--- src/hdl/pibm_pkg.sv ---
// Package for the process image byte mapper: byte layout constants and
// the mapping settings that apply after reset.
// Assumes the coupler treats byte index 2w as the low byte of word w.
package pibm_pkg;
   // ----------------------------------------------------------------
   // Measurement and byte widths
   // ----------------------------------------------------------------
   localparam int BYTE_W  = 8;
   localparam int VALUE_W = 16;
   localparam int MAX_CH  = 2;
   // ----------------------------------------------------------------
   // Bytes per channel in each layout
   // ----------------------------------------------------------------
   localparam int STRIDE_PLAIN   = 2;
   localparam int STRIDE_PACKED  = 3;
   localparam int STRIDE_ALIGNED = 4;
   // ----------------------------------------------------------------
   // Byte positions inside a channel's slot
   // ----------------------------------------------------------------
   localparam int POS_CTRL          = 0;
   localparam int POS_RESERVED      = 1;
   localparam int POS_DATA_PLAIN    = 0;
   localparam int POS_DATA_PACKED   = 1;
   localparam int POS_DATA_ALIGNED  = 2;
   localparam logic [7:0] RESERVED_FILL = 8'h00;
   // ----------------------------------------------------------------
   // Mapping settings after reset (coupler defaults)
   // ----------------------------------------------------------------
   localparam logic RST_COMPLETE_EVAL = 1'b0;
   localparam logic RST_BIG_ENDIAN    = 1'b0;
   localparam logic RST_WORD_ALIGN    = 1'b0;
endpackage : pibm_pkg

--- src/hdl/pibm_mapper.sv ---
// Process image byte mapper: places channel words and status bytes into
// the coupler's input image and picks control bytes out of its output image.
// Assumes all inputs are synchronous to clk and the master writes control
// bytes at the positions flagged in outUsed.
//
// Functional notes
// Plain little-endian: channel n at word n.
// Big-endian swaps the two data bytes.
// Low byte is bits 7:0, high 15:8.
// Complete evaluation adds one control/status byte.
// Status byte sits at channel's control slot.
// Master writes control byte at same position.
// Packed layout places bytes contiguously, three per channel.
// Aligned layout: control word, then data word.
// Reserved bytes carry no channel information.
// Bytes beyond configured channels stay untouched.
// Output image used only with complete evaluation.
// Settings take defaults until tool changes them.
// Fieldbus reads win over configuration port reads.
// Reserved bytes read back as zero.
`timescale 1ns/1ps
module pibm_mapper #(
   parameter int NUM_CH = 2
) (
   input  wire logic                         clk,
   input  wire logic                         srst,
   input  wire logic [NUM_CH-1:0][15:0]      chValue,
   input  wire logic [NUM_CH-1:0][7:0]       chStatus,
   input  wire logic [4*NUM_CH-1:0][7:0]     outImage,
   input  wire logic                         cfgWrEn,
   input  wire logic                         cfgWrCompleteEval,
   input  wire logic                         cfgWrBigEndian,
   input  wire logic                         cfgWrWordAlign,
   input  wire logic                         fbRdReq,
   input  wire logic [$clog2(4*NUM_CH)-1:0]  fbRdAddr,
   input  wire logic                         cfgRdReq,
   input  wire logic [$clog2(4*NUM_CH)-1:0]  cfgRdAddr,
   output logic      [4*NUM_CH-1:0][7:0]     inImage,
   output logic      [4*NUM_CH-1:0]          inUsed,
   output logic      [4*NUM_CH-1:0]          outUsed,
   output logic      [NUM_CH-1:0][7:0]       ctrlByte,
   output logic                              completeEval,
   output logic                              bigEndian,
   output logic                              wordAlign,
   output logic      [7:0]                   fbRdData,
   output logic                              fbRdValid,
   output logic      [7:0]                   cfgRdData,
   output logic                              cfgRdValid,
   output logic                              cfgRdStall
);
   localparam int IMG_BYTES = 4 * NUM_CH;

   // ----------------------------------------------------------------
   // Elaboration check
   // ----------------------------------------------------------------
   // Only the one- and two-channel layouts are defined.
   if (NUM_CH < 1 || NUM_CH > pibm_pkg::MAX_CH) begin : g_bad_ch
      $error("pibm_mapper: NUM_CH must be 1 or 2");
   end

   // ----------------------------------------------------------------
   // State
   // ----------------------------------------------------------------
   typedef struct packed {
      logic                         completeEval;
      logic                         bigEndian;
      logic                         wordAlign;
      logic [IMG_BYTES-1:0][7:0]    inImage;
      logic [IMG_BYTES-1:0]         inUsed;
      logic [IMG_BYTES-1:0]         outUsed;
      logic [NUM_CH-1:0][7:0]       ctrlByte;
      logic [7:0]                   fbRdData;
      logic                         fbRdValid;
      logic [7:0]                   cfgRdData;
      logic                         cfgRdValid;
      logic                         cfgRdStall;
   } pibm_state_t;

   pibm_state_t state_q;
   pibm_state_t state_d;

   // Next state: settings, image layout, control byte pick-up and reads.
   // The image is rebuilt every cycle, so a settings change shows in the
   // next image without any stale bytes left behind.
   always_comb begin
      int base;
      int dataPos;
      int stride;
      logic [7:0] firstByte;
      logic [7:0] secondByte;
      base = 0;
      dataPos = 0;
      stride = 0;
      firstByte = 8'h00;
      secondByte = 8'h00;
      state_d = state_q;
      // Outside reset, settings change only on a configuration write.
      if (cfgWrEn) begin
         state_d.completeEval = cfgWrCompleteEval;
         state_d.bigEndian    = cfgWrBigEndian;
         state_d.wordAlign    = cfgWrWordAlign;
      end
      // Unoccupied bytes default to zero and unused; reserved bytes are zero but marked used.
      state_d.inImage = '0;
      state_d.inUsed  = '0;
      state_d.outUsed = '0;
      state_d.ctrlByte = '0;
      if (!state_q.completeEval) begin
         stride  = pibm_pkg::STRIDE_PLAIN;
         dataPos = pibm_pkg::POS_DATA_PLAIN;
      end else if (state_q.wordAlign) begin
         stride  = pibm_pkg::STRIDE_ALIGNED;
         dataPos = pibm_pkg::POS_DATA_ALIGNED;
      end else begin
         stride  = pibm_pkg::STRIDE_PACKED;
         dataPos = pibm_pkg::POS_DATA_PACKED;
      end
      for (int n = 0; n < NUM_CH; n++) begin
         base = n * stride;
         // Little-endian puts the low byte first, big-endian the high one.
         if (state_q.bigEndian) begin
            firstByte  = chValue[n][15:8];
            secondByte = chValue[n][7:0];
         end else begin
            firstByte  = chValue[n][7:0];
            secondByte = chValue[n][15:8];
         end
         state_d.inImage[base+dataPos]   = firstByte;
         state_d.inImage[base+dataPos+1] = secondByte;
         state_d.inUsed[base+dataPos]    = 1'b1;
         state_d.inUsed[base+dataPos+1]  = 1'b1;
         if (state_q.completeEval) begin
            state_d.inImage[base+pibm_pkg::POS_CTRL] = chStatus[n];
            state_d.inUsed[base+pibm_pkg::POS_CTRL]  = 1'b1;
            state_d.outUsed[base+pibm_pkg::POS_CTRL] = 1'b1;
            state_d.ctrlByte[n] = outImage[base+pibm_pkg::POS_CTRL];
            if (state_q.wordAlign) begin
               // Reserved space is occupied but never carries data.
               state_d.inImage[base+pibm_pkg::POS_RESERVED] = pibm_pkg::RESERVED_FILL;
               state_d.inUsed[base+pibm_pkg::POS_RESERVED]  = 1'b1;
            end
         end
      end
      // One read port into the image; the fieldbus always takes it first.
      // A configuration read must hold its request while stalled.
      state_d.fbRdValid  = fbRdReq;
      state_d.fbRdData   = fbRdReq ? state_q.inImage[fbRdAddr] : 8'h00;
      state_d.cfgRdValid = cfgRdReq && !fbRdReq;
      state_d.cfgRdStall = cfgRdReq && fbRdReq;
      state_d.cfgRdData  = (cfgRdReq && !fbRdReq) ? state_q.inImage[cfgRdAddr] : 8'h00;
   end

   // State register; reset restores the default mapping settings.
   always_ff @(posedge clk) begin
      if (srst) begin
         state_q <= '0;
         state_q.completeEval <= pibm_pkg::RST_COMPLETE_EVAL;
         state_q.bigEndian    <= pibm_pkg::RST_BIG_ENDIAN;
         state_q.wordAlign    <= pibm_pkg::RST_WORD_ALIGN;
      end else begin
         state_q <= state_d;
      end
   end

   // ----------------------------------------------------------------
   // Outputs
   // ----------------------------------------------------------------
   // Every output is a field of the state register.
   assign inImage      = state_q.inImage;
   assign inUsed       = state_q.inUsed;
   assign outUsed      = state_q.outUsed;
   assign ctrlByte     = state_q.ctrlByte;
   assign completeEval = state_q.completeEval;
   assign bigEndian    = state_q.bigEndian;
   assign wordAlign    = state_q.wordAlign;
   assign fbRdData     = state_q.fbRdData;
   assign fbRdValid    = state_q.fbRdValid;
   assign cfgRdData    = state_q.cfgRdData;
   assign cfgRdValid   = state_q.cfgRdValid;
   assign cfgRdStall   = state_q.cfgRdStall;

   // ----------------------------------------------------------------
   // Assertions
   // ----------------------------------------------------------------
   // Image checks look one cycle back at settings and inputs.
   property p_plain_little;
      @(posedge clk) disable iff (srst)
         $past(!state_q.completeEval && !state_q.bigEndian) && !$past(srst)
         |-> inImage[0] == $past(chValue[0][7:0]) && inImage[1] == $past(chValue[0][15:8]);
   endproperty
   a_plain_little: assert property (p_plain_little) else $error("plain layout wrong");

   property p_big_swap;
      @(posedge clk) disable iff (srst)
         $past(!state_q.completeEval && state_q.bigEndian) && !$past(srst)
         |-> inImage[0] == $past(chValue[0][15:8]) && inImage[1] == $past(chValue[0][7:0]);
   endproperty
   a_big_swap: assert property (p_big_swap) else $error("big-endian swap wrong");

   property p_aligned_bytes;
      @(posedge clk) disable iff (srst)
         $past(state_q.completeEval && state_q.wordAlign && !state_q.bigEndian) && !$past(srst)
         |-> inImage[2] == $past(chValue[0][7:0]) && inImage[3] == $past(chValue[0][15:8]);
   endproperty
   a_aligned_bytes: assert property (p_aligned_bytes) else $error("aligned data wrong");

   property p_status_slot;
      @(posedge clk) disable iff (srst)
         $past(state_q.completeEval) && !$past(srst) |-> inImage[0] == $past(chStatus[0]) && inUsed[0];
   endproperty
   a_status_slot: assert property (p_status_slot) else $error("status byte missing");

   property p_packed;
      @(posedge clk) disable iff (srst)
         $past(state_q.completeEval && !state_q.wordAlign && state_q.bigEndian) && !$past(srst)
         |-> inImage[1] == $past(chValue[0][15:8]) && inImage[2] == $past(chValue[0][7:0]);
   endproperty
   a_packed: assert property (p_packed) else $error("packed layout wrong");

   property p_reserved_zero;
      @(posedge clk) disable iff (srst)
         $past(state_q.completeEval && state_q.wordAlign) && !$past(srst) |-> inImage[1] == 8'h00 && inUsed[1];
   endproperty
   a_reserved_zero: assert property (p_reserved_zero) else $error("reserved byte not zero");

   property p_used_count;
      @(posedge clk) disable iff (srst)
         !$past(srst) |-> $countones(inUsed) == NUM_CH * (!$past(state_q.completeEval) ? 2 :
                                                         ($past(state_q.wordAlign) ? 4 : 3));
   endproperty
   a_used_count: assert property (p_used_count) else $error("occupied byte count wrong");

   property p_out_image;
      @(posedge clk) disable iff (srst)
         !$past(srst) |-> ($past(state_q.completeEval) ? outUsed[0] && ctrlByte[0] == $past(outImage[0])
                                                        : outUsed == '0 && ctrlByte == '0);
   endproperty
   a_out_image: assert property (p_out_image) else $error("output image use wrong");

   property p_defaults;
      @(posedge clk) $past(srst) && !srst |-> completeEval == pibm_pkg::RST_COMPLETE_EVAL &&
         bigEndian == pibm_pkg::RST_BIG_ENDIAN && wordAlign == pibm_pkg::RST_WORD_ALIGN;
   endproperty
   a_defaults: assert property (p_defaults) else $error("settings not default after reset");

   property p_fb_wins;
      @(posedge clk) disable iff (srst)
         fbRdReq && cfgRdReq |=> fbRdValid && !cfgRdValid && cfgRdStall;
   endproperty
   a_fb_wins: assert property (p_fb_wins) else $error("fieldbus lost arbitration");

   property p_cfg_served;
      @(posedge clk) disable iff (srst)
         cfgRdReq && !fbRdReq |=> cfgRdValid && cfgRdData == $past(state_q.inImage[cfgRdAddr]);
   endproperty
   a_cfg_served: assert property (p_cfg_served) else $error("config read not served");

   property p_fb_data;
      @(posedge clk) disable iff (srst)
         fbRdReq |=> fbRdValid && fbRdData == $past(state_q.inImage[fbRdAddr]);
   endproperty
   a_fb_data: assert property (p_fb_data) else $error("fieldbus read data wrong");

   // Bytes outside the current layout must read zero. A byte left over from the
   // previous layout would trip this right after a settings change.
   for (genvar i = 0; i < IMG_BYTES; i++) begin : g_unused
      property p_unused_zero;
         @(posedge clk) disable iff (srst)
            !inUsed[i] |-> inImage[i] == 8'h00;
      endproperty
      a_unused_zero: assert property (p_unused_zero) else $error("unused byte not zero");
   end

   // Second channel checks. A one-channel build has no bytes for them, so they
   // are only built when the second slot exists.
   if (NUM_CH > 1) begin : g_second_ch
      property p_second_plain;
         @(posedge clk) disable iff (srst)
            $past(!state_q.completeEval && !state_q.bigEndian) && !$past(srst)
            |-> inImage[2] == $past(chValue[1][7:0]) && inImage[3] == $past(chValue[1][15:8]);
      endproperty
      a_second_plain: assert property (p_second_plain) else $error("channel 1 plain layout wrong");

      property p_second_packed;
         @(posedge clk) disable iff (srst)
            $past(state_q.completeEval && !state_q.wordAlign) && !$past(srst)
            |-> inImage[3] == $past(chStatus[1]) && outUsed[3] && ctrlByte[1] == $past(outImage[3]);
      endproperty
      a_second_packed: assert property (p_second_packed) else $error("channel 1 control slot wrong");

      property p_second_aligned;
         @(posedge clk) disable iff (srst)
            $past(state_q.completeEval && state_q.wordAlign && !state_q.bigEndian) && !$past(srst)
            |-> inImage[4] == $past(chStatus[1]) && inImage[5] == pibm_pkg::RESERVED_FILL &&
                inImage[6] == $past(chValue[1][7:0]) && inImage[7] == $past(chValue[1][15:8]);
      endproperty
      a_second_aligned: assert property (p_second_aligned) else $error("channel 1 aligned layout wrong");
   end

   // Main scenarios that the bench is expected to reach.
   c_aligned: cover property (@(posedge clk) disable iff (srst) completeEval && wordAlign);
   c_packed: cover property (@(posedge clk) disable iff (srst) completeEval && !wordAlign && bigEndian);
   c_stall: cover property (@(posedge clk) disable iff (srst) cfgRdStall ##1 cfgRdValid);
   c_plain_big: cover property (@(posedge clk) disable iff (srst) !completeEval && bigEndian);
endmodule : pibm_mapper

--- config.mk ---
export PLATFORM = sky130hd
export DESIGN_NAME = pibm_mapper
export DESIGN_NICKNAME = d
export VERILOG_FILES = /design/src/hdl/pibm_pkg.sv /design/src/hdl/pibm_mapper.sv
export SDC_FILE = /design/constraint.sdc
export NUM_CORES = 1
export LEC_CHECK = 0
export ABC_AREA = 1
export BUFFER_PORTS_ARGS = -buffer_cell sky130_fd_sc_hd__buf_4
export CORE_ASPECT_RATIO = 0.7
export CORE_MARGIN = 2
export CORE_UTILIZATION = 49
export DETAILED_ROUTE_END_ITERATION = 10
export GPL_ROUTABILITY_DRIVEN = 0
export PLACE_DENSITY_LB_ADDON = 0.08
export SYNTH_ARGS = -nofsm -noshare
export SYNTH_HDL_FRONTEND = slang
export SYNTH_SLANG_ARGS = --single-unit
--- constraint.sdc ---
create_clock -name clk -period 2.2 [get_ports clk]
set_input_delay 0.44 -clock clk [delete_from_list [all_inputs] [get_ports clk]]
set_output_delay 0.44 -clock clk [all_outputs]
set_load 0.01 [all_outputs]
==> impl_metrics.py <==
metrics = {
    "critical_path": {
        "worst-endpoint-arrival_ns": 2.33,
        "crit_path_top_delay_cell": "sky130_fd_sc_hd__dfxtp_1",
        "path_cells": "buf_4, inv_2, nor2_4, nand2_1, inv_2, nand3_1, o21ai_0",
        "critical_path.max_stage_delay_ns": 0.48,
        "critical_path.max_fanout": 14,
        "worst-path-buf-inv": 3,
        "worst-endpoint-required_ns": 2.54,
        "critical_path_class": "reg2reg",
        "setup.worst_path.end_class": "flip-flop",
        "worst_path_dominant_cell_family": "buffers and inverters",
        "critical_path.most_common_cell": "sky130_fd_sc_hd__inv_2",
        "worstSetupStartpointType": "flip-flop",
    },
    "cts": {
        "clock_tree.htree_level_count": 4,
        "cts_inserted_buffers": 17,
        "cts-hold-fix-buffers": 0,
        "clockBufferDepth": 2,
        "tritoncts": "done",
        "clkSlewWorstSetupHoldPaths_ns": 0.06,
        "clkSinkCount": 116,
        "cts_setup_buffers": 0,
        "clock-root-buffer": "sky130_fd_sc_hd__clkbuf_16",
        "cts_resizes": 0,
        "worst_skew_pair.late_latency_ns": 0.42,
    },
    "detailed_routing": {
        "post_detailed_route_count_of_antenna_violating_nets": 0,
        "drc": 0,
        "routed_wire_length_per_instance_um": 15.24,
        "routed_via_density": 5.243,
        "total_number_of_vias": 6763,
        "initial_drc_count": 505,
        "routed_wl_mm": 19.66,
        "drtPass1Iterations": 7,
    },
    "global_routing": {
        "first_pass_grt_wire_length_mm": 30.91,
        "grt_max_degree": 37,
        "vias_in_the_first_global_route": 6552,
        "grt_usage": 0.3106,
        "globalRoute.totalOverflow": 0,
        "antenna_found_initial": 0,
    },
    "status": {
        "status": "complete, no violations",
    },
    "power_and_ir_drop": {
        "cellInternalPower_w": 0.004459,
        "powerDensity_mw_per_mm2": 777.8,
        "combPwrFrac": 0.167,
        "p_clk_frac": 0.465,
        "total_power_w": 0.006243,
        "power_leakage_nw": 4.192,
        "power.share.sequential": 0.368,
        "netSwitchingFraction": 0.2857,
        "max-vdd-ir-drop_v": 0.0005995,
        "p_switching_w": 0.001784,
    },
    "timing": {
        "clock-skew-final_ns": 0.009660,
        "finalCritPeriodShare": 0.9048,
        "report.final.slew_viol_count": 0,
        "whs_ns": 0.2339,
        "max-slew-margin-rel": 0.5723,
        "fmaxAchievable_mhz": 502.4,
        "grt_setup_unrepaired": "false",
        "slack_of_the_critical_path_ns": 0.2095,
        "finalWorstPathRequiredPeriod_ns": 1.990,
        "timing.final.hold_violations": 0,
        "finalSetupTns_ns": 0,
        "worstMarginPinSlew_ns": 0.6377,
        "setup_viol": 0,
    },
    "yosys": {
        "portion_of_synthesized_cell_area_occupied_by_the_leading_cell_type": 0.3969,
        "synth_top_cells_by_count": "sky130_fd_sc_hd__nand2_1, sky130_fd_sc_hd__dfxtp_1, sky130_fd_sc_hd__nor2_1",
        "syn_area_mm2": 0.005851,
        "synth_top_cell_by_area": "sky130_fd_sc_hd__dfxtp_1",
        "synth.most_common_cell": "sky130_fd_sc_hd__nand2_1",
        "syn-instance-count": 931,
        "synth-seq-cells": 116,
        "ys.warnings.count": 0,
        "synth.lib_cells_used.distinct": 26,
        "synthFlopType": "sky130_fd_sc_hd__dfxtp_1",
        "synth_seq_area_share": 0.3969,
        "synth_area_leaders": "sky130_fd_sc_hd__dfxtp_1, sky130_fd_sc_hd__nand2_1, sky130_fd_sc_hd__nand3_1",
        "synth-edff-count": 0,
        "syn_area_per_cell_um2": 6.284,
        "ys_async_sr_fraction": 0,
    },
    "final_layout": {
        "num-nets-final": 1249,
        "antenna-diode-count": 0,
        "syn2layout_area_growth_pct": 37.19,
        "final_layout_size_suffix_gt1_frac": 0.2348,
    },
    "die": {
        "io-pin-count": 244,
        "width_of_the_chip_um": 134.6,
        "start_util": 0.5007,
        "die_height_um": 95.42,
        "core_area_mm2": 0.01169,
        "floorplan_row_count": 33,
        "die-area_mm2": 0.01284,
    },
    "hold_path": {
        "class_of_the_tightest_hold_or_removal_check": "in2reg",
    },
    "job": {
        "cap_violations": 0,
    },
    "place": {
        "pre_cts_slack_ns": 0.3305,
        "hpwlAfterDp_mm": 14.19,
        "placement.io_buffers": 203,
    },
}
==> placed cells by master, fill, tap and decap left out <==
cell type / synthesis / final
sky130_fd_sc_hd__nand2_1: 308 / 308
sky130_fd_sc_hd__inv_2: 7 / 7
sky130_fd_sc_hd__conb_1: 1 / 5
sky130_fd_sc_hd__o21ai_0: 81 / 81
sky130_fd_sc_hd__o21ai_1: 5 / 5
sky130_fd_sc_hd__nor2_1: 112 / 112
sky130_fd_sc_hd__nand3_1: 90 / 90
sky130_fd_sc_hd__dfxtp_1: 116 / 116
sky130_fd_sc_hd__clkbuf_8: 0 / 1
sky130_fd_sc_hd__inv_6: 0 / 2
sky130_fd_sc_hd__nor3_4: 1 / 1
sky130_fd_sc_hd__inv_1: 88 / 88
sky130_fd_sc_hd__a21oi_2: 1 / 1
sky130_fd_sc_hd__nand2_4: 1 / 1
sky130_fd_sc_hd__o21ai_2: 1 / 1
sky130_fd_sc_hd__o22ai_1: 1 / 1
sky130_fd_sc_hd__nand2_2: 3 / 3
sky130_fd_sc_hd__nor2_4: 1 / 1
sky130_fd_sc_hd__clkinv_1: 2 / 2
sky130_fd_sc_hd__clkinv_4: 0 / 5
sky130_fd_sc_hd__ha_1: 3 / 3
sky130_fd_sc_hd__clkinv_2: 0 / 1
sky130_fd_sc_hd__buf_4: 8 / 218
sky130_fd_sc_hd__inv_4: 1 / 1
sky130_fd_sc_hd__a21oi_1: 53 / 53
sky130_fd_sc_hd__o211ai_1: 3 / 3
sky130_fd_sc_hd__clkbuf_16: 0 / 17
sky130_fd_sc_hd__clkinvlp_4: 0 / 3
sky130_fd_sc_hd__bufinv_16: 0 / 3
==> power by group through the flow <==
stage          clock [W]  sequential (W)  combinational (W)
2_1_floorplan          0         0.00236           0.000535
3_3_place_gp           0         0.00234            0.00100
3_5_place_dp           0         0.00234            0.00102
4_1_cts          0.00291         0.00230            0.00103
5_1_grt          0.00300         0.00231            0.00115
6_report         0.00290         0.00230            0.00104
==> layer usage <==
| metal | wire length, um | GRT usage | up-vias |
|---|---|---|---|
| met1 | 7940 | 0.3735 | 3007 |
| li1 | - | - | 3280 |
| met4 | 648 | 0.1526 | 0 |
| met2 | 8820 | 0.5140 | 420 |
| met5 | 0 | 0 | - |
| met3 | 2253 | 0.09197 | 56 |
==> metrics by stage <==
step	cell area (um^2)	std cells	utilization
6_report	8026	1290	0.6869
4_1_cts	8026	1290	0.6869
3_5_place_dp	7408	1258	0.6340
3_3_place_gp	7408	1258	0.6340
5_1_grt	8026	1290	0.6869
2_1_floorplan	5866	935	-
==> sequential cells by signal, summed over array words and instances, names as in the netlist <==
name,count
fbRdData,8
completeEval,1
cfgRdStall,1
cfgRdData,8
bigEndian,1
inImage,64
wordAlign,1
outUsed,8
cfgRdValid,1
ctrlByte,16
inUsed,6
fbRdValid,1
==> area by class of cell <==
| type | instances | area, um^2 |
|---|---|---|
| inverters | 98 | 370.4 |
| repair buffers | 218 | 1637 |
| well taps | 157 | 196.4 |
| flip-flops and latches | 116 | 2322 |
| clock buffers | 18 | 439.2 |
| multi-input cells | 669 | 2883 |
| clock inverters | 14 | 178.9 |
| fillers | 1017 | 3659 |
==> worst min-delay path, stage by stage <==
cell                     delay [ns]
sky130_fd_sc_hd__buf_4         0.07
sky130_fd_sc_hd__inv_1         0.03
sky130_fd_sc_hd__nor2_1        0.07
==> worst paths after layout <==
path                                                 from                      to  slack [ns]  cells after the start
worst max-delay path            completeEval$_SDFFE_PP0P_  inImage[50]$_SDFF_PP0_        0.21                      7
worst min-delay path                          outImage[3]  ctrlByte[3]$_SDFF_PP0_        0.23                      3
worst max register to register  completeEval$_SDFFE_PP0P_  inImage[50]$_SDFF_PP0_        0.21                      7
worst min register to register     wordAlign$_SDFFE_PP0P_  wordAlign$_SDFFE_PP0P_        0.62                      2
==> logic make-up (layout without fill, tap and decap cells) <==
logic type | Yosys count | count (layout) | share of synthesized area
and+or+nand+nor | 516 | 516 | 0.3563
DFF | 116 | 116 | 0.3969
other | 1 | 5 | 0.0006410
adders and majority gates | 3 | 3 | 0.006416
buffers and inverters | 150 | 348 | 0.1129
AOI/OAI and AO/OA | 145 | 145 | 0.1268
No activity file was read; power rests on OpenSTA's default activity.
